File: config.mk
export PLATFORM = sky130hd
export DESIGN_NAME = rps_sequencer
export DESIGN_NICKNAME = d
export VERILOG_FILES = /design/src/inc/rps_pkg.sv /design/src/hdl/rps_sequencer.sv
export VERILOG_INCLUDE_DIRS = /design/src /design/src/inc
export SDC_FILE = /design/constraint.sdc
export NUM_CORES = 1
export LEC_CHECK = 0
export BUFFER_PORTS_ARGS = -buffer_cell sky130_fd_sc_hd__buf_2
export CORE_UTILIZATION = 50
export DETAILED_ROUTE_END_ITERATION = 6
export HOLD_SLACK_MARGIN = 0.05
export PLACE_DENSITY_LB_ADDON = 0.3
export SYNTH_ARGS = -nofsm -noshare
export SYNTH_HDL_FRONTEND = slang
export SYNTH_SLANG_ARGS = --single-unit
File: constraint.sdc
create_clock -name i_clk -period 4.75 [get_ports i_clk]
set_clock_uncertainty 0.2 [all_clocks]
set_input_delay 0.2375 -clock i_clk [delete_from_list [all_inputs] [get_ports i_clk]]
set_output_delay 0.2375 -clock i_clk [all_outputs]
set_load 0.005 [all_outputs]
File: src/inc/rps_params.svh
// timing counts and reset defaults of the reset pin sequencer
// Functional notes
// - An external reset may wait for the end of the bus cycle or the bus monitor timeout before it acts.
// - While reset is active every integration-unit pin is high impedance or at its inactive level.
// - After an external reset is latched and the pin is seen released, the pin is driven low 512 more cycles.
// - An internal reset request drives the reset pin low for at least 512 cycles.
// - If the internal request is still active after 512 cycles, the pin stays driven until it drops.
// - After the drive period the pin floats for 10 cycles and is then sampled; high starts exception processing.
// - If the sampled pin is low it is driven 512 more cycles and then released and tested again.
// - At power-on the reset pin stays asserted until the synthesizer locks and 512 more cycles pass.
// - Peripheral modules reset only after the internal reset has been active four consecutive clocks.
// - Out of reset other modules' pins are general ports with bidirectional ports as inputs.
// - Those defaults come from clearing pin-function enables and port direction registers.
// - Three-state control held 10 cycles puts every output driver in high impedance.
// - With the external clock source strapped, 10 external clock pulses after assertion are counted instead.
// - Once three-state control takes effect only a power-down and restart resumes operation.
// - Reset handling runs on the system clock output and waits while that clock is stopped.
// - Reset sampling and pin transitions are qualified by the system clock output.
`ifndef RPS_PARAMS_SVH
`define RPS_PARAMS_SVH

`define RPS_CNT_W        10
`define RPS_DRIVE_LAST   10'h1ff
`define RPS_REL_LAST     10'h009
`define RPS_TSC_W        4
`define RPS_TSC_LAST     4'h9
`define RPS_RUN_W        3
`define RPS_PERIPH_RUN   3'h4
`define RPS_TMO_W        6
`define RPS_BUS_TMO_LAST 6'h3f
`define RPS_PORT_W       8

`endif

File: src/inc/rps_pkg.sv
// types of the reset pin sequencer
package rps_pkg;
  typedef enum logic [2:0] {
    RPS_POR      = 3'h0,
    RPS_POR_LOCK = 3'h1,
    RPS_IDLE     = 3'h2,
    RPS_EXT_WAIT = 3'h3,
    RPS_DRIVE    = 3'h4,
    RPS_RELEASE  = 3'h5
  } rps_state_type;

  typedef struct packed {
    rps_state_type state;
    logic [9:0]    cnt;
    logic          sync1;
    logic          sync2;
    logic          ext_pend;
    logic [5:0]    tmo;
    logic [2:0]    run;
    logic          periph_rst;
    logic          exc;
    logic [3:0]    tsc_cnt;
    logic          hiz;
    logic          ext_src;
  } rps_regs_type;
endpackage

File: src/hdl/rps_sequencer.sv
// reset pin sequencer: pin drive/release/test, power-on, three-state
`include "rps_params.svh"

module rps_sequencer (
  input  wire logic                    i_clk,
  input  wire logic                    i_rst_n,
  input  wire logic                    i_clk_en,
  input  wire logic                    i_rst_pin_in,
  output logic                         o_rst_pin_out,
  output logic                         o_rst_pin_oe,
  input  wire logic                    i_int_rst_req,
  input  wire logic                    i_bus_cycle_end,
  input  wire logic                    i_synth_lock,
  input  wire logic                    i_clock_source_select,
  input  wire logic                    i_ext_clk_pulse,
  input  wire logic                    i_three_state_control,
  output logic                         o_reset_active,
  output logic                         o_sim_pins_safe,
  output logic                         o_periph_rst,
  output logic                         o_reset_exception,
  output logic                         o_outputs_hiz,
  output logic [`RPS_PORT_W-1:0]       o_pin_func_en_clr,
  output logic [`RPS_PORT_W-1:0]       o_port_dir_clr
);

  rps_pkg::rps_regs_type q;
  rps_pkg::rps_regs_type d;
  logic                  pin_high;
  logic                  active;
  logic                  drive_done;
  logic                  rel_done;
  logic                  tsc_tick;
  logic                  ext_src_now;

  // only the second stage is ever looked at
  assign pin_high   = q.sync2;
  assign active     = (q.state != rps_pkg::RPS_IDLE);
  assign drive_done = (q.cnt == `RPS_DRIVE_LAST);
  assign rel_done   = (q.cnt == `RPS_REL_LAST);
  // strap not latched yet in power-on: read it directly, else the first
  // cycle after reset is miscounted as a system clock tick
  assign ext_src_now = (q.state == rps_pkg::RPS_POR) ?
                       ~i_clock_source_select : q.ext_src;
  // vco source counts our clock, external source counts its pulses
  assign tsc_tick   = ext_src_now ? i_ext_clk_pulse : 1'b1;

  always_comb begin
    d       = q;
    d.sync1 = i_rst_pin_in;
    d.sync2 = q.sync1;
    d.exc   = 1'b0;

    // strap is caught while power-on reset is held
    if (q.state == rps_pkg::RPS_POR) begin
      d.ext_src = ~i_clock_source_select;
    end

    unique case (q.state)
      rps_pkg::RPS_POR: begin
        if (i_synth_lock) begin
          d.state = rps_pkg::RPS_POR_LOCK;
          d.cnt   = '0;
        end
      end
      rps_pkg::RPS_POR_LOCK: begin
        d.cnt = q.cnt + 10'h001;
        if (drive_done) begin
          d.state = rps_pkg::RPS_RELEASE;
          d.cnt   = '0;
        end
      end
      rps_pkg::RPS_IDLE: begin
        d.cnt = '0;
        if (!pin_high) begin
          d.ext_pend = 1'b1;
        end
        if (q.ext_pend) begin
          d.tmo = q.tmo + 6'h01;
        end
        if (i_int_rst_req) begin
          d.state    = rps_pkg::RPS_DRIVE;
          d.ext_pend = 1'b0;
          d.tmo      = '0;
        end else if (q.ext_pend &&
                     (i_bus_cycle_end || q.tmo == `RPS_BUS_TMO_LAST)) begin
          // hold off so a write in flight finishes first
          d.state    = rps_pkg::RPS_EXT_WAIT;
          d.ext_pend = 1'b0;
          d.tmo      = '0;
        end
      end
      rps_pkg::RPS_EXT_WAIT: begin
        // not driving here, else the release could never be seen
        if (pin_high) begin
          d.state = rps_pkg::RPS_DRIVE;
          d.cnt   = '0;
        end
      end
      rps_pkg::RPS_DRIVE: begin
        if (!drive_done) begin
          d.cnt = q.cnt + 10'h001;
        end else if (!i_int_rst_req) begin
          d.state = rps_pkg::RPS_RELEASE;
          d.cnt   = '0;
        end
      end
      rps_pkg::RPS_RELEASE: begin
        d.cnt = q.cnt + 10'h001;
        if (rel_done) begin
          d.cnt = '0;
          if (pin_high) begin
            d.state = rps_pkg::RPS_IDLE;
            d.exc   = 1'b1;
          end else begin
            d.state = rps_pkg::RPS_DRIVE;
          end
        end
      end
      default: begin
        d.state = rps_pkg::RPS_POR;
        d.cnt   = '0;
      end
    endcase

    // consecutive cycles of internal reset before modules reset
    if (!active) begin
      d.run        = '0;
      d.periph_rst = 1'b0;
    end else if (q.run != `RPS_PERIPH_RUN) begin
      d.run = q.run + 3'h1;
    end else begin
      d.periph_rst = 1'b1;
    end

    // three-state is sticky; only i_rst_n (power cycle) clears it
    if (!q.hiz) begin
      if (!i_three_state_control) begin
        d.tsc_cnt = '0;
      end else if (tsc_tick) begin
        if (q.tsc_cnt == `RPS_TSC_LAST) begin
          d.hiz = 1'b1;
        end else begin
          d.tsc_cnt = q.tsc_cnt + 4'h1;
        end
      end
    end
  end

  // clock enable stands for a running system clock output
  always_ff @(posedge i_clk) begin
    if (!i_rst_n) begin
      q       <= '0;
      q.state <= rps_pkg::RPS_POR;
      q.sync1 <= 1'b1;
      q.sync2 <= 1'b1;
    end else if (i_clk_en) begin
      q <= d;
    end
  end

  assign o_rst_pin_out = 1'b0;
  assign o_rst_pin_oe  = !q.hiz &&
                         (q.state == rps_pkg::RPS_POR ||
                          q.state == rps_pkg::RPS_POR_LOCK ||
                          q.state == rps_pkg::RPS_DRIVE);
  assign o_reset_active    = active;
  assign o_sim_pins_safe   = active || q.hiz;
  assign o_periph_rst      = q.periph_rst;
  assign o_reset_exception = q.exc;
  assign o_outputs_hiz     = q.hiz;
  // all ones clears every enable and direction bit: ports, inputs
  assign o_pin_func_en_clr = {`RPS_PORT_W{active}};
  assign o_port_dir_clr    = {`RPS_PORT_W{active}};
endmodule

==> results.yml <==
outcome:
  status: "completed"
logic_synthesis:
  synth_async_sr_flop_share: 0
  synth_edf_count: 0
  syn_inst: 240
  syn-cell-area_mm2: 0.00198
  synth_flop_cell: "dfxtp_1"
  yosysWarnings: 0
  synth_area_leaders: "dfxtp_1 33%, buf_4 6.8%, nor2_1 5.5%"
  synth_cell_types: 49
  ys_ff_latch: 33
  postSynthAreaPerCell_um2: 8.26
  synth_top_cell_by_area: "dfxtp_1"
  synth_top_area_share: 0.333
  syn-num-nets: 257
  ys_seq_area_frac: 0.333
detailed_routing:
  ant_nets: 0
  routed_wl_um: 3850
  drc: 0
  viasPerCell: 5.57
  dr_total_vias: 1700
  first_pass_iters: 4
  wl_per_cell_um: 12.6
  drtIter0Drc: 73
placement:
  place.gp.congestion: 0.804
  io_buffers: 31
  place_area_mm2: 0.00202
  hpwl_um: 2700
  pre_cts_ws_ns: 2.43
finish:
  fin_area_mm2: 0.00215
  final_nets: 274
  drive_gt1_frac: 0.175
  synthToLayoutAreaGrowth_pct: 8.27
  post-route-util: 0.573
  diodes: 0
power:
  p_leak_nw: 0.780
  intPower_w: 0.000439
  p_sw_frac: 0.271
  clockPowerShare: 0.352
  p_sw_w: 0.000163
  p_per_area_mw_per_mm2: 281
  comb_power_share: 0.140
  ir_worst_vdd_mv: 0.184
  power_frac_seq: 0.507
floorplanning:
  ioPinCount: 33
  initial_core_util: 0.529
  coreArea_mm2: 0.00374
  dieArea_mm2: 0.00422
  dieWidth_um: 65.0
  die_y_um: 65.0
  std_cell_rows: 22
hold_path:
  min_to: "q[12]"
  holdCritPathClass: "in -> reg"
  holdPathStages: 4
  hold_start: "i_bus_cycle_end"
sta:
  rsz0062_at_grt: "no"
  fin_crit_sh: 0.496
  relSlewSlack: 0.611
  finalSetupViolations: 0
  min_period_ns: 2.35
  setup_slack_ns: 2.40
  hold_viol: 0
  fmax_mhz: 425
  slew_viol_final: 0
  finalSetupTns_ns: 0
  worst_slew_pin_slew_ns: 0.582
clocking:
  cts_buffers: 5
  clk-insertion-delay-late_ns: 0.28
  post_cts_buffers: 0
  h-tree-depth: 2
  path_clk_slew_ns: 0.07
  clockRootBuffer: "clkbuf_8"
  clock-sinks: 33
  cts_tree: "done"
  cts.path.max_buffers: 2
worst_setup_path:
  slowest_delay_ns: 0.66
  crit_chain: "nor3b_1, inv_1, buf_2"
  ff2ff_setup_slack_ns: 2.41
  path_max_fanout: 20
  r2r-end: "q[21]"
  worst_r2r_path_depth: 6
  cp-end-kind: "primary output"
  required_ns: 4.31
  startpoint_type: "flop"
  timing.rr.start: "q[20]"
  critPathArrivalTime_ns: 1.92
  critPathSlowestCell: "dfxtp_1"
  path_class: "reg -> out"
global_route:
  grt_usage: 0.207
  grt_pass1_wl_um: 6680
  grt_antenna_before_repair: 0
  grt_max_degree: 21
  grt_pass1_vias: 1509
  grt_overflow_total: 0
run:
  cap_viol_max_count: 0
[worst max-delay path, delay by kind of cell (launching register included)]
family / cells / cell delay, ns
buffers and inverters: 2 / 0.53
and+or+nand+nor: 1 / 0.44
DFF: 1 / 0.66
[registers in the layout, summed over array words and instances, names as in the netlist]
register           cells
o_periph_rst           1
d                      1
o_outputs_hiz          1
o_reset_exception      1
q                     28
pin_high               1
[metal layers]
metal,global-route usage,wire length (um),vias up
met5,0,0,-
met4,0.103,59,0
met3,0.0423,139,6
met2,0.341,1840,31
met1,0.254,1820,793
li1,-,-,870
[stage by stage]
step           hold slack [ns]  cells  total power, W
2_1_floorplan           0.0994    240        0.000378
3_3_place_gp             0.253    294        0.000391
3_5_place_dp             0.265    294        0.000392
4_1_cts                 0.0723    305        0.000607
5_1_grt                 0.0938    305        0.000637
6_report                0.0812    305        0.000602
[cell families (layout without fill, tap and decap cells)]
group                      Yosys count  in the layout  share of synthesized area
buffers and inverters               33             50                      0.105
DFF                                 33             33                      0.333
AOI/OAI and AO/OA                   39             39                      0.141
adders and majority gates            7              7                     0.0442
xor gates and xnor gates            12             12                     0.0530
other                                1              1                    0.00189
and+or+nand+nor                    113            113                      0.312
muxes                                2              2                     0.0101
[synthesized netlist by cell type, drive strengths merged (4+ instances only)]
| library cell | number |
|---|---|
| o21ai | 4 |
| buf | 21 |
| dfxtp | 33 |
| nand4 | 5 |
| nor4 | 4 |
| inv | 8 |
| nand3 | 13 |
| a21oi | 11 |
| nand2 | 24 |
| ha | 7 |
| clkbuf | 4 |
| nand2b | 5 |
| a211oi | 4 |
| nor2 | 30 |
| xnor2 | 10 |
| a31oi | 6 |
| nor3 | 11 |
[timing repair]
item	in CTS	in global routing
hold buffers	4	0
endpoints found under the hold margin	3	0
resized for setup	0	0
[power groups by stage]
stage	clock network (W)	logic, W	registers [W]
after detailed placement	0	0.0000804	0.000311
final	0.000212	0.0000844	0.000306
after global routing	0.000235	0.0000942	0.000308
after global placement	0	0.0000801	0.000311
after floorplan	0	0.0000776	0.000300
after CTS	0.000218	0.0000845	0.000305
[cell usage in the layout, fill, tap and decap left out, drive strengths merged, types with 2 or more instances in the layout]
cell type and instances:
dfxtp 33, buf 31, nor2 30, nand2 24, nand3 13, nor3 11, a21oi 11, xnor2 10
inv 8, ha 7, clkbuf 7, a31oi 6, nand2b 5, nand4 5, dlygate4sd3 4, o21ai 4
a211oi 4, nor4 4, nor3b 3, nand4bb 3, a21o 3, or3 3, mux2i 2, xor2 2
nor2b 2, o31ai 2, a311oi 2, o32ai 2, nor4b 2, or4 2
[worst max path at each step]
stage	end	startpoint	depth (start not counted)
after floorplan	q[21]	q[20]	7
after global placement	q[21]	q[20]	6
after detailed placement	q[21]	q[20]	6
after CTS	o_port_dir_clr[1]	q[31]	3
after global routing	o_port_dir_clr[3]	q[31]	3
final	o_port_dir_clr[1]	q[31]	3
[layout make-up]
cell class,instances,area (um^2)
fill,361,1600
multi-input combinational,174,1110
sequential,33,661
timing repair buffer,35,195
clock buffer,7,86.3
tap,48,60.1
inverter,8,30.0
Power figures use the tool's default switching activity.
